[src/rtl/cso_consts.svh]
// Offsets, field positions, reset values and encodings of the clock strap block
`ifndef CSO_CONSTS_SVH
`define CSO_CONSTS_SVH

// ==========================================
// Register byte offsets
`define CSO_ADDR_CTRL 8'h00
`define CSO_ADDR_STATUS 8'h04
`define CSO_ADDR_CPU_FREQ 8'h08
`define CSO_ADDR_BUS_FREQ 8'h0c

// ==========================================
// Control fields and reset value
`define CSO_CTRL_SIO48_BIT 0
`define CSO_CTRL_RESET 1'b1

// ==========================================
// Status fields
`define CSO_ST_CODE_LSB 0
`define CSO_ST_FAMILY_BIT 4
`define CSO_ST_DRIVE_BIT 5
`define CSO_ST_MEMTYPE_BIT 6
`define CSO_ST_CAPTURED_BIT 7
`define CSO_ST_OUTEN_BIT 8
`define CSO_ST_APPLIED_LSB 12

// ==========================================
// Strap pin indices
`define CSO_PIN_FS0 0
`define CSO_PIN_FS1 1
`define CSO_PIN_FS2 2
`define CSO_PIN_FS3 3
`define CSO_PIN_FAMILY 4
`define CSO_PIN_DRIVE 5
`define CSO_PIN_MEMTYPE 6

// ==========================================
// Bus responses
`define CSO_RESP_OKAY 2'h0
`define CSO_RESP_SLVERR 2'h2

`endif

[src/rtl/cso_pkg.sv]
// Types shared by the clock strap and output select block
package cso_pkg;

    // ==========================================
    // Power-up sequence
    typedef enum logic [1:0] {
        ST_STRAP,
        ST_WAIT_PG,
        ST_RUN
    } cso_state_t;

    // ==========================================
    // Synthesiser targets in units of 10 kHz
    typedef struct packed {
        logic [15:0] cpu;
        logic [15:0] agp;
        logic [15:0] pci;
    } cso_freq_t;

    // ==========================================
    // AXI4-Lite carriers
    typedef struct packed {
        logic awvalid;
        logic [31:0] awaddr;
        logic wvalid;
        logic [31:0] wdata;
        logic [3:0] wstrb;
        logic bready;
        logic arvalid;
        logic [31:0] araddr;
        logic rready;
    } cso_axi_req_t;

    typedef struct packed {
        logic awready;
        logic wready;
        logic bvalid;
        logic [1:0] bresp;
        logic arready;
        logic rvalid;
        logic [31:0] rdata;
        logic [1:0] rresp;
    } cso_axi_rsp_t;

endpackage

[src/rtl/cso_top.sv]
// Power-up strap capture, frequency selection and clock output routing
//
// Function
// - Strap pins are inputs at power-up, captured at supply threshold, then drive clocks.
// - CPU, graphics and bus frequencies come from the captured four-bit code.
// - Mode one: power-good falling latches code and drive, then enables all outputs but the reference and free-running bus clock.
// - After the first power-good fall the input is ignored for good.
// - Mode zero: power-good unused, its pin drives a second oscillator reference.
// - After capture the code bit 0 pin drives buffered oscillator reference.
// - Memory type 0: six differential pairs, true copies buffer input, complement inverts.
// - Memory type 1: all twelve memory pins single-ended, in phase with buffer input.
// - Family strap high is mode one, low mode zero; pin becomes graphics clock.
// - Mode one CPU pair push-pull true/complement; mode zero open-drain pair.
// - Drive select 0 gives 4x reference current, 1 gives 6x; pin becomes bus clock.
// - Code bit 1 pin becomes free-running bus clock; bit 3 pin becomes USB clock.
// - Bus and graphics clocks are synchronous to CPU clocks at selected rates.
// - A separate chipset clock pair follows the selected CPU frequency.
// - Code bit 2 pin becomes a programmable 24 or 48 MHz clock.
// - Memory type strap captured at power-up, pin then becomes a bus clock.
//
// Design decisions made here: the AXI4-Lite slave port and the placing of the registers.
`include "cso_consts.svh"
`timescale 1ns/10ps
`default_nettype none

module cso_top
    import cso_pkg::*;
#(
    parameter int MEM_PAIRS = 6,
    parameter int STRAPS = 7
) (
    // Clock and reset
    input wire logic ref_clk,
    input wire logic arst_n,
    // Power-up and sources
    input wire logic supply_ok,
    input wire logic osc_in,
    input wire logic buf_in,
    input wire logic pll_cpu,
    input wire logic pll_agp,
    input wire logic pll_pci,
    input wire logic pll_usb,
    // Dual-purpose strap pins
    input wire logic [STRAPS-1:0] strap_in,
    output logic [STRAPS-1:0] strap_out,
    output logic [STRAPS-1:0] strap_oe_n,
    // Power-good pin, reference clock in mode zero
    input wire logic cpu_power_good_n_in,
    output logic cpu_power_good_n_out,
    output logic cpu_power_good_n_oe_n,
    // CPU pair
    output logic cpu_clk_true,
    output logic cpu_clk_true_oe_n,
    output logic cpu_clk_comp,
    output logic cpu_clk_comp_oe_n,
    output logic cpu_drive_x6,
    output logic [1:0] chipset_cpu_clk_pair,
    // Graphics and bus clocks
    output logic graphics_port_clk,
    output logic bus_clk,
    // Memory clocks
    output logic [MEM_PAIRS-1:0] mem_clk_true,
    output logic [MEM_PAIRS-1:0] mem_clk_comp,
    // Synthesiser targets
    output cso_freq_t pll_freq,
    // Register bus
    input wire cso_axi_req_t s_axi_req,
    output cso_axi_rsp_t s_axi_rsp
);

    // ==========================================
    // Frequency table and address decode
    function automatic cso_freq_t freq_lookup(input logic [3:0] code);
        case (code)
            4'h0: freq_lookup = '{16'h1a18, 16'h1a18, 16'h0d0c};
            4'h1: freq_lookup = '{16'h2710, 16'h1a18, 16'h0d0c};
            4'h2: freq_lookup = '{16'h2ee0, 16'h1770, 16'h0bb8};
            4'h3: freq_lookup = '{16'h3415, 16'h1a0b, 16'h0d05};
            4'h4: freq_lookup = '{16'h1c20, 16'h1c20, 16'h0e10};
            4'h5: freq_lookup = '{16'h2904, 16'h1b58, 16'h0dac};
            4'h6: freq_lookup = '{16'h3e80, 16'h1900, 16'h0c80};
            4'h7: freq_lookup = '{16'h36b0, 16'h1b58, 16'h0dac};
            4'h8: freq_lookup = '{16'h1e14, 16'h1e14, 16'h0f0a};
            4'h9: freq_lookup = '{16'h2af8, 16'h1ca5, 16'h0e53};
            4'ha: freq_lookup = '{16'h4650, 16'h1770, 16'h0bb8};
            4'hb: freq_lookup = '{16'h3a98, 16'h1770, 16'h0bb8};
            4'hc: freq_lookup = '{16'h2328, 16'h1770, 16'h0bb8};
            4'hd: freq_lookup = '{16'h2710, 16'h1a0b, 16'h0d05};
            4'he: freq_lookup = '{16'h4e20, 16'h1a0b, 16'h0d05};
            default: freq_lookup = '{16'h3415, 16'h1a0b, 16'h0d05};
        endcase
    endfunction

    function automatic logic reg_known(input logic [7:0] a);
        reg_known = (a == `CSO_ADDR_CTRL) || (a == `CSO_ADDR_STATUS) ||
                    (a == `CSO_ADDR_CPU_FREQ) || (a == `CSO_ADDR_BUS_FREQ);
    endfunction

    // ==========================================
    // State
    cso_state_t state_r, state_nxt;
    logic captured_r;
    logic [3:0] strap_code_r;
    logic family_r, drive_r, memtype_r;
    logic [3:0] applied_code_r;
    logic drive_applied_r;
    logic out_en_r;
    logic pg_prev_r;
    logic usb_prev_r, sio_div_r;
    logic sio48_r;
    logic [STRAPS-1:0] strap_out_r, strap_oe_n_r;
    logic pg_out_r, pg_oe_n_r;
    logic cpu_t_r, cpu_t_oe_n_r, cpu_c_r, cpu_c_oe_n_r, cpu_drive_r;
    logic [1:0] chipset_r;
    logic gfx_r, bus_r;
    logic [MEM_PAIRS-1:0] mem_t_r, mem_c_r;
    cso_freq_t freq_r;
    cso_axi_rsp_t rsp_r;

    // ==========================================
    // Power-up sequence
    wire capture_now = (state_r == ST_STRAP) && supply_ok;
    // Previous level is parked high until capture, so a pin tied low still counts as one fall
    wire pg_fall = (state_r == ST_WAIT_PG) && pg_prev_r && !cpu_power_good_n_in;

    always_comb begin
        state_nxt = state_r;
        case (state_r)
            ST_STRAP: if (supply_ok) state_nxt = strap_in[`CSO_PIN_FAMILY] ? ST_WAIT_PG : ST_RUN;
            ST_WAIT_PG: if (pg_fall) state_nxt = ST_RUN;
            default: state_nxt = ST_RUN;
        endcase
    end

    always_ff @(posedge ref_clk or negedge arst_n) begin
        if (!arst_n) begin
            state_r <= ST_STRAP;
            captured_r <= 1'b0;
            strap_code_r <= 4'h0;
            family_r <= 1'b0;
            drive_r <= 1'b0;
            memtype_r <= 1'b0;
            applied_code_r <= 4'h0;
            drive_applied_r <= 1'b0;
            out_en_r <= 1'b0;
            pg_prev_r <= 1'b1;
        end else begin
            state_r <= state_nxt;
            pg_prev_r <= (state_r == ST_STRAP) || cpu_power_good_n_in;
            if (capture_now) begin
                captured_r <= 1'b1;
                strap_code_r <= strap_in[`CSO_PIN_FS3:`CSO_PIN_FS0];
                family_r <= strap_in[`CSO_PIN_FAMILY];
                drive_r <= strap_in[`CSO_PIN_DRIVE];
                memtype_r <= strap_in[`CSO_PIN_MEMTYPE];
                if (!strap_in[`CSO_PIN_FAMILY]) begin
                    applied_code_r <= strap_in[`CSO_PIN_FS3:`CSO_PIN_FS0];
                    drive_applied_r <= strap_in[`CSO_PIN_DRIVE];
                    out_en_r <= 1'b1;
                end
            end
            if (pg_fall) begin
                applied_code_r <= strap_code_r;
                drive_applied_r <= drive_r;
                out_en_r <= 1'b1;
            end
        end
    end

    // ==========================================
    // Clock routing
    // Reference and free-running bus clock do not wait for power-good
    wire sio_src = sio48_r ? pll_usb : sio_div_r;
    wire [STRAPS-1:0] strap_src = {pll_pci & out_en_r, pll_pci & out_en_r, pll_agp & out_en_r,
                                   pll_usb & out_en_r, sio_src & out_en_r, pll_pci, osc_in};
    wire cpu_g = pll_cpu & out_en_r;
    wire od_mode = !family_r;

    always_ff @(posedge ref_clk or negedge arst_n) begin
        if (!arst_n) begin
            usb_prev_r <= 1'b0;
            sio_div_r <= 1'b0;
            strap_out_r <= '0;
            strap_oe_n_r <= '1;
            pg_out_r <= 1'b0;
            pg_oe_n_r <= 1'b1;
            cpu_t_r <= 1'b0;
            cpu_c_r <= 1'b0;
            cpu_t_oe_n_r <= 1'b1;
            cpu_c_oe_n_r <= 1'b1;
            cpu_drive_r <= 1'b0;
            chipset_r <= 2'h0;
            gfx_r <= 1'b0;
            bus_r <= 1'b0;
            freq_r <= '0;
        end else begin
            usb_prev_r <= pll_usb;
            if (pll_usb && !usb_prev_r) sio_div_r <= !sio_div_r;
            strap_out_r <= captured_r ? strap_src : '0;
            strap_oe_n_r <= {STRAPS{!(captured_r || capture_now)}};
            pg_out_r <= captured_r && od_mode && osc_in;
            pg_oe_n_r <= !((captured_r || capture_now) && !strap_in[`CSO_PIN_FAMILY] && state_r == ST_STRAP
                         || captured_r && od_mode);
            if (od_mode) begin
                cpu_t_r <= 1'b0;
                cpu_c_r <= 1'b0;
                cpu_t_oe_n_r <= !(out_en_r && !pll_cpu);
                cpu_c_oe_n_r <= !(out_en_r && pll_cpu);
            end else begin
                cpu_t_r <= cpu_g;
                cpu_c_r <= out_en_r & !pll_cpu;
                cpu_t_oe_n_r <= !captured_r;
                cpu_c_oe_n_r <= !captured_r;
            end
            cpu_drive_r <= drive_applied_r;
            chipset_r <= {out_en_r & !pll_cpu, cpu_g};
            gfx_r <= pll_agp & out_en_r;
            bus_r <= pll_pci & out_en_r;
            freq_r <= freq_lookup(applied_code_r);
        end
    end

    // ==========================================
    // Memory clocks
    genvar gi;
    generate
        for (gi = 0; gi < MEM_PAIRS; gi++) begin : g_mem
            always_ff @(posedge ref_clk or negedge arst_n) begin
                if (!arst_n) begin
                    mem_t_r[gi] <= 1'b0;
                    mem_c_r[gi] <= 1'b0;
                end else begin
                    mem_t_r[gi] <= buf_in & out_en_r;
                    mem_c_r[gi] <= (memtype_r ? buf_in : !buf_in) & out_en_r;
                end
            end
        end
    endgenerate

    // ==========================================
    // Register bus
    wire [7:0] wa = s_axi_req.awaddr[7:0];
    wire [7:0] ra = s_axi_req.araddr[7:0];
    wire wr_go = s_axi_req.awvalid && s_axi_req.wvalid && !rsp_r.awready && !rsp_r.bvalid;
    wire wr_take = rsp_r.awready && s_axi_req.awvalid && s_axi_req.wvalid;
    wire ar_go = s_axi_req.arvalid && !rsp_r.arready && !rsp_r.rvalid;
    wire ar_take = rsp_r.arready && s_axi_req.arvalid;
    wire [31:0] status_w = {16'h0, applied_code_r, 3'h0, out_en_r, captured_r, memtype_r, drive_r,
                            family_r, strap_code_r};
    wire [31:0] rd_word = (ra == `CSO_ADDR_CTRL) ? {31'h0, sio48_r} :
                          (ra == `CSO_ADDR_STATUS) ? status_w :
                          (ra == `CSO_ADDR_CPU_FREQ) ? {16'h0, freq_r.cpu} :
                          (ra == `CSO_ADDR_BUS_FREQ) ? {freq_r.agp, freq_r.pci} : 32'h0;

    always_ff @(posedge ref_clk or negedge arst_n) begin
        if (!arst_n) begin
            rsp_r <= '0;
            sio48_r <= `CSO_CTRL_RESET;
        end else begin
            rsp_r.awready <= wr_go;
            rsp_r.wready <= wr_go;
            rsp_r.arready <= ar_go;
            if (wr_take) begin
                rsp_r.bvalid <= 1'b1;
                rsp_r.bresp <= reg_known(wa) ? `CSO_RESP_OKAY : `CSO_RESP_SLVERR;
                if (wa == `CSO_ADDR_CTRL && s_axi_req.wstrb[0]) sio48_r <= s_axi_req.wdata[`CSO_CTRL_SIO48_BIT];
            end else if (rsp_r.bvalid && s_axi_req.bready) begin
                rsp_r.bvalid <= 1'b0;
            end
            if (ar_take) begin
                rsp_r.rvalid <= 1'b1;
                rsp_r.rdata <= rd_word;
                rsp_r.rresp <= reg_known(ra) ? `CSO_RESP_OKAY : `CSO_RESP_SLVERR;
            end else if (rsp_r.rvalid && s_axi_req.rready) begin
                rsp_r.rvalid <= 1'b0;
            end
        end
    end

    // ==========================================
    // Outputs
    assign strap_out = strap_out_r;
    assign strap_oe_n = strap_oe_n_r;
    assign cpu_power_good_n_out = pg_out_r;
    assign cpu_power_good_n_oe_n = pg_oe_n_r;
    assign cpu_clk_true = cpu_t_r;
    assign cpu_clk_true_oe_n = cpu_t_oe_n_r;
    assign cpu_clk_comp = cpu_c_r;
    assign cpu_clk_comp_oe_n = cpu_c_oe_n_r;
    assign cpu_drive_x6 = cpu_drive_r;
    assign chipset_cpu_clk_pair = chipset_r;
    assign graphics_port_clk = gfx_r;
    assign bus_clk = bus_r;
    assign mem_clk_true = mem_t_r;
    assign mem_clk_comp = mem_c_r;
    assign pll_freq = freq_r;
    assign s_axi_rsp = rsp_r;
endmodule

`default_nettype wire

[config.mk]
export PLATFORM = sky130hd
export DESIGN_NAME = cso_top
export DESIGN_NICKNAME = d
export VERILOG_FILES = /design/src/rtl/cso_pkg.sv /design/src/rtl/cso_top.sv
export VERILOG_INCLUDE_DIRS = /design/src /design/src/rtl
export SDC_FILE = /design/constraint.sdc
export NUM_CORES = 1
export LEC_CHECK = 0
export BUFFER_PORTS_ARGS = -buffer_cell sky130_fd_sc_hd__buf_2
export CORE_ASPECT_RATIO = 0.9
export CORE_MARGIN = 5
export CORE_UTILIZATION = 25
export CTS_BUF_LIST = sky130_fd_sc_hd__clkbuf_4 sky130_fd_sc_hd__clkbuf_8 sky130_fd_sc_hd__clkbuf_16
export DETAILED_ROUTE_END_ITERATION = 12
export GPL_ROUTABILITY_DRIVEN = 0
export REMOVE_ABC_BUFFERS = 1
export SLEW_MARGIN = 5
export SYNTH_ARGS = -nofsm -noshare
export SYNTH_HDL_FRONTEND = slang
export SYNTH_SLANG_ARGS = --single-unit
[constraint.sdc]
create_clock -name ref_clk -period 3.5 [get_ports ref_clk]
set_clock_uncertainty 0.05 [all_clocks]
set_input_delay 0.525 -clock ref_clk [delete_from_list [all_inputs] [get_ports ref_clk]]
set_output_delay 0.525 -clock ref_clk [all_outputs]
set_load 0.05 [all_outputs]
==> run summary, run 1 <==
maximum clock path buffer count: 2
global-route wire length before repair: 19,580 µm
Hold Crit Class: in2async
fin crit share: 0.5967
vias per inst: 4.319
P&R area growth vs syn: 21.85%
commonest cells in the netlist: dfrtp_1 (96), buf_4 (44), nand2_1 (44)
status: finished clean
number of CTS-inserted buffers: 9
DR pass1 iterations: 4
fin nets: 669
largest cells by area after synthesis: dfrtp_1 (51%), buf_4 (7.0%), mux2_2 (4.1%), nand2_1 (3.5%), dfstp_2 (3.4%)
Worst-path clk slew: 0.07 ns
RSZ-0062 raised after global routing: no
crit path cell chain: inv_1 > ha_1 > inv_1 > mux4_2
post-CTS sizing: 0
Post-synth top flop: dfrtp_1
XOR/XNOR Fraction of Synth Area: 0.003725
Max Freq: 478.9 MHz
slowest stage delay, CP: 0.71 ns
largest net degree at the start of global routing: 58
Setup WS post-layout: 1.412 ns
core area: 18,470 µm²
Yosys top cell area share: 0.5109
WP data required: 3.66 ns
ANT cells: 0
R2R Setup Slk: 1.41 ns
crit start category: flop
Sink Count: 102
pre-CTS setup slack: 1.304 ns
Crit path arrival time: 2.25 ns
Hold Slack: 0.1783 ns
DP Cell Count: 773
Worst VDD drop: 0.0002588 V
drt wl/cell: 15.37 µm
DR vias: 3,408
GR Util All Layers: 0.1142
# rows: 47
sequential share of the synthesized area: 0.5444
adder-cell share of the synthesized area: 0.02129
slew at the pin closest to its max-slew limit: 0.9185 ns
Synthesis Warnings: 0
Post-synth EDFFs: 0
final setup vio count: 0
clk_lat worst skew: 0.34 ns
most used cell, CP: inv_1
DR DRC count: 0
CTS tree: done
initial antenna violation count: 2
Mapped Cells: 428
clock root buffer master: clkbuf_16
Die X: 154.6 µm
Die H: 140.1 µm
post-CTS setup buffer count: 0
Tmin final: 2.088 ns
synthesized area: 4702 µm²
Overflow after GRT: 0
Slowest cell on crit path: dfrtp_1
most frequent cell after synthesis: dfrtp_1
syn avg cell area: 10.99 µm²
Antenna Violating Nets Remaining: 0
footprint of the multi-input gates: 1725 µm²
critical path fanouts, max: 17
final hold violation count: 0
vias in the first global route: 3,482
PwrDens: 765.2 nW/µm²
port bufs: 151
register area: 2560 µm²
simple-gate share of the synthesized area: 0.1277
largest area contributor in the netlist: dfrtp_1
Detail Placement HPWL: 9069 µm
Die Area: 21,650 µm²
CTS Hold Bufs: 0
DRT iter0 DRCs: 174
Pleak: 0.002800 µW
Yosys reg bits: 102
setup_tns: 0 ns
share of layout cells above drive strength 1: 0.3732
max_slew headroom: 0.3864
Max H-tree Level: 3
ys async rst share: 1.000
complex-gate fraction of the synthesized area: 0.1128
WL final: 12,120 µm
I/O pin count: 248
fillcell total: 1,909
CP endpoint kind: flop
Initial Utilization: 0.2546
post-synthesis mux area share: 0.08941
maxcap violations: 0
Max Transition Viols Final: 0
largest family of logic cells by synthesized area: simple AND/OR/NAND/NOR gates
Post-Layout Cell Count: 789
Crit Path Class: reg2reg
Cell variety after synth: 56
through the flow:
step                      utilization  power, µW  cell area [µm²]
after global routing           0.3103       4605             5729
after global placement         0.2942       3428             5433
final                          0.3103       4384             5729
after floorplan                     -       2913             4323
after CTS                      0.3103       4442             5729
after detailed placement       0.2942       3437             5433
metal layers:
layer / wire, µm / up-vias / part of all wire / global-route usage
met5: 14 / - / 0.0012 / 0
met4: 297 / 4 / 0.024 / 0.04414
met3: 883 / 22 / 0.073 / 0.03640
met2: 5513 / 108 / 0.45 / 0.1781
met1: 5414 / 1633 / 0.45 / 0.1481
li1: - / 1641 / - / -
critical path: cells and delay by family (launching register included):
kind / cells / cell delay [ns]
adders and majority gates: 1 / 0.40
buffers and inverters: 2 / 0.34
DFF: 1 / 0.71
muxes: 1 / 0.46
cell usage in the layout, fill, tap and decap left out, drive strengths merged, types with 3 or more instances in the layout:
| master | synthesis | final |
|---|---|---|
| clkbuf | 25 | 14 |
| or2 | 3 | 3 |
| o21ai | 28 | 28 |
| inv | 9 | 9 |
| a21oi | 9 | 9 |
| a22o | 16 | 16 |
| nor3 | 3 | 3 |
| ha | 8 | 8 |
| o31ai | 4 | 4 |
| conb | 2 | 15 |
| nand3 | 5 | 5 |
| buf | 45 | 157 |
| dfrtp | 96 | 96 |
| dfstp | 6 | 6 |
| a32o | 3 | 3 |
| and2 | 11 | 11 |
| a22oi | 4 | 4 |
| nor2 | 23 | 23 |
| nor2b | 6 | 6 |
| nand2 | 44 | 44 |
| nand2b | 6 | 6 |
| mux4 | 3 | 3 |
| and3 | 6 | 6 |
| mux2 | 18 | 18 |
| mux2i | 15 | 15 |
state kept, by name, summed over array words and instances (netlist names), 2 cells and up:
signal	flops
strap_code_r	4
strap_out	6
pll_freq	27
state_r	2
chipset_cpu_clk_pair	2
applied_code_r	4
s_axi_rsp	35
area by class of cell:
| type | count | share of cell area |
|---|---|---|
| sequential | 102 | 0.4468 |
| multi-input combinational | 259 | 0.3012 |
| timing repair buffer | 157 | 0.1402 |
| tap | 245 | 0.05351 |
| clock buffer | 14 | 0.04914 |
| inverter | 10 | 0.006552 |
| clock inverter | 2 | 0.002621 |
cell families after synthesis:
group	Yosys count
other	2
XOR/XNOR	2
adder cells (fa/ha/maj)	8
AO/OA/AOI/OAI	78
AND/OR/NAND/NOR	120
buffers and inverters	80
multiplexers	36
flip-flops	102
worst paths after layout:
path                       cells after the start               from       endpoint
hold reg to reg                                0    drive_applied_r   cpu_drive_x6
setup reg to reg                               4  applied_code_r[0]   pll_freq[37]
hold / removal                                 1             arst_n  s_axi_rsp[29]
setup / recovery                               4  applied_code_r[0]   pll_freq[37]
min in group ref_clk                           1            pll_usb     usb_prev_r
max in group asynchronous                      2             arst_n      pg_prev_r
where the power goes:
part	switching, µW	internal [µW]
clock network	432	557
registers	238	1400
logic	1330	429
total	2000	2390
Power figures use the tool's default switching activity.
==> run 2, diff against run 1 <==
- clock period: 3.5 -> 1.82 ns (I/O delays scaled with it)
==> run summary, run 2 (synthesized netlist as in run 1, its figures left out) <==
Setup WS post-layout: 0.06625 ns
Die H: 140.1 µm
number of CTS-inserted buffers: 9
P&R area growth vs syn: 24.93%
Sink Count: 102
clk_lat worst skew: 0.35 ns
Crit path arrival time: 1.94 ns
GR Util All Layers: 0.1130
critical path fanouts, max: 3
max_slew headroom: 0.6403
fin nets: 685
global-route wire length before repair: 19,170 µm
Post-Layout Cell Count: 806
RSZ-0062 raised after global routing: no
Worst-path clk slew: 0.07 ns
Antenna Violating Nets Remaining: 0
fin crit share: 0.9636
post-CTS sizing: 0
core area: 18,470 µm²
largest net degree at the start of global routing: 45
crit start category: flop
CTS tree: done
Die Area: 21,650 µm²
Slowest cell on crit path: dfstp_2
most frequent cells in the layout: buf_2 (150), dfrtp_1 (96), nand2_1 (44), nor2_1 (23), buf_4 (20)
DR pass1 iterations: 4
switch share: 0.4593
WL final: 12,210 µm
Max Transition Viols Final: 0
Pleak: 0.002886 µW
DR vias: 3,433
register area: 2560 µm²
most used cell, CP: mux2_2
DRT iter0 DRCs: 239
PwrDens: 1444 nW/µm²
WP data required: 2.01 ns
# rows: 47
Initial Utilization: 0.2546
fillcell total: 1,934
CP endpoint kind: flop
I/O pin count: 248
maxcap violations: 0
DR DRC count: 0
Max Freq: 570.2 MHz
drt wl/cell: 15.15 µm
vias per inst: 4.259
crit path cell chain: nor4bb_1 > mux2_2 > mux2_2
Overflow after GRT: 0
P_int: 4588 µW
final setup vio count: 0
share of total power in the clock network: 0.223
commonest non-fill, non-tap cell in the layout: buf_2
Die X: 154.6 µm
footprint of the multi-input gates: 1725 µm²
Worst VDD drop: 0.0004631 V
Crit Path Class: reg2reg
Psw: 3898 µW
vias in the first global route: 3,331
port bufs: 151
slowest stage delay, CP: 0.54 ns
pre-CTS setup slack: -0.03256 ns
final hold violation count: 0
initial antenna violation count: 3
maximum clock path buffer count: 2
Max H-tree Level: 3
Seq pwr share: 0.364
Hold Crit Class: in2reg
share of layout cells above drive strength 1: 0.3893
status: finished clean
slew at the pin closest to its max-slew limit: 0.5396 ns
DP Cell Count: 788
number of flip-flops under the largest register name: 35
Detail Placement HPWL: 9320 µm
Tmin final: 1.754 ns
R2R Setup Slk: 0.07 ns
clock root buffer master: clkbuf_16
combinational fraction of design power: 0.413
==> run 2: timing repair <==
action                                  CTS  global route
endpoints found under the hold margin    21             0
endpoints found under the setup margin    0             0
setup buffers                             0             0
hold buffers                              1             0
==> run 2: routing by layer <==
layer / GRT usage / share of wire / up-vias
met5: 0 / 0.0011 / -
met4: 0.04182 / 0.018 / 4
met3: 0.03763 / 0.071 / 18
met2: 0.1739 / 0.46 / 111
met1: 0.1484 / 0.45 / 1628
li1: - / - / 1672
==> run 2: cell type report <==
type,instances,share of cell area
timing repair buffer,173,0.1619
multi-input combinational,259,0.2937
clock buffer,11,0.04302
sequential,102,0.4358
clock inverter,5,0.006603
tap,245,0.05218
antenna,1,0.0004260
inverter,10,0.006390
==> run 2: power groups by stage <==
stage | Clock [µW] | Sequential [µW] | Combinational, µW
after floorplan | 0 | 4810 | 791
after global placement | 0 | 3130 | 3520
after detailed placement | 0 | 3140 | 3530
after CTS | 1970 | 3100 | 3540
after global routing | 2050 | 3160 | 3690
final | 1890 | 3090 | 3510
==> run 2: metrics by stage <==
stage	hold slack, ns	cell area (µm²)	power [µW]	util	setup TNS, ns
3_5_place_dp	0.1595	5570	6671	0.3017	-0.03256
5_1_grt	0.02482	5874	8908	0.3181	0
6_report	0.03248	5874	8485	0.3181	0
2_1_floorplan	-0.07259	4323	5602	-	-8.713
4_1_cts	0.01814	5872	8603	0.3180	0
3_3_place_gp	0.1603	5570	6656	0.3017	-0.03394
==> run 2: path summary, 6_finish.rpt <==
check,start,to,cells after the start
worst max-delay path,pg_prev_r,drive_applied_r,3
worst min-delay path,pll_usb,usb_prev_r,1
worst max register to register,pg_prev_r,drive_applied_r,3
worst min register to register,drive_applied_r,cpu_drive_x6,0
max in group asynchronous,arst_n,cpu_clk_comp_oe_n,3
min in group asynchronous,arst_n,s_axi_rsp[30],2
==> run 2: worst max-delay path, delay by kind of cell (launching register included) <==
family           cells  cell delay, ns
DFF                  1            0.54
and+or+nand+nor      1            0.42
muxes                2            0.64
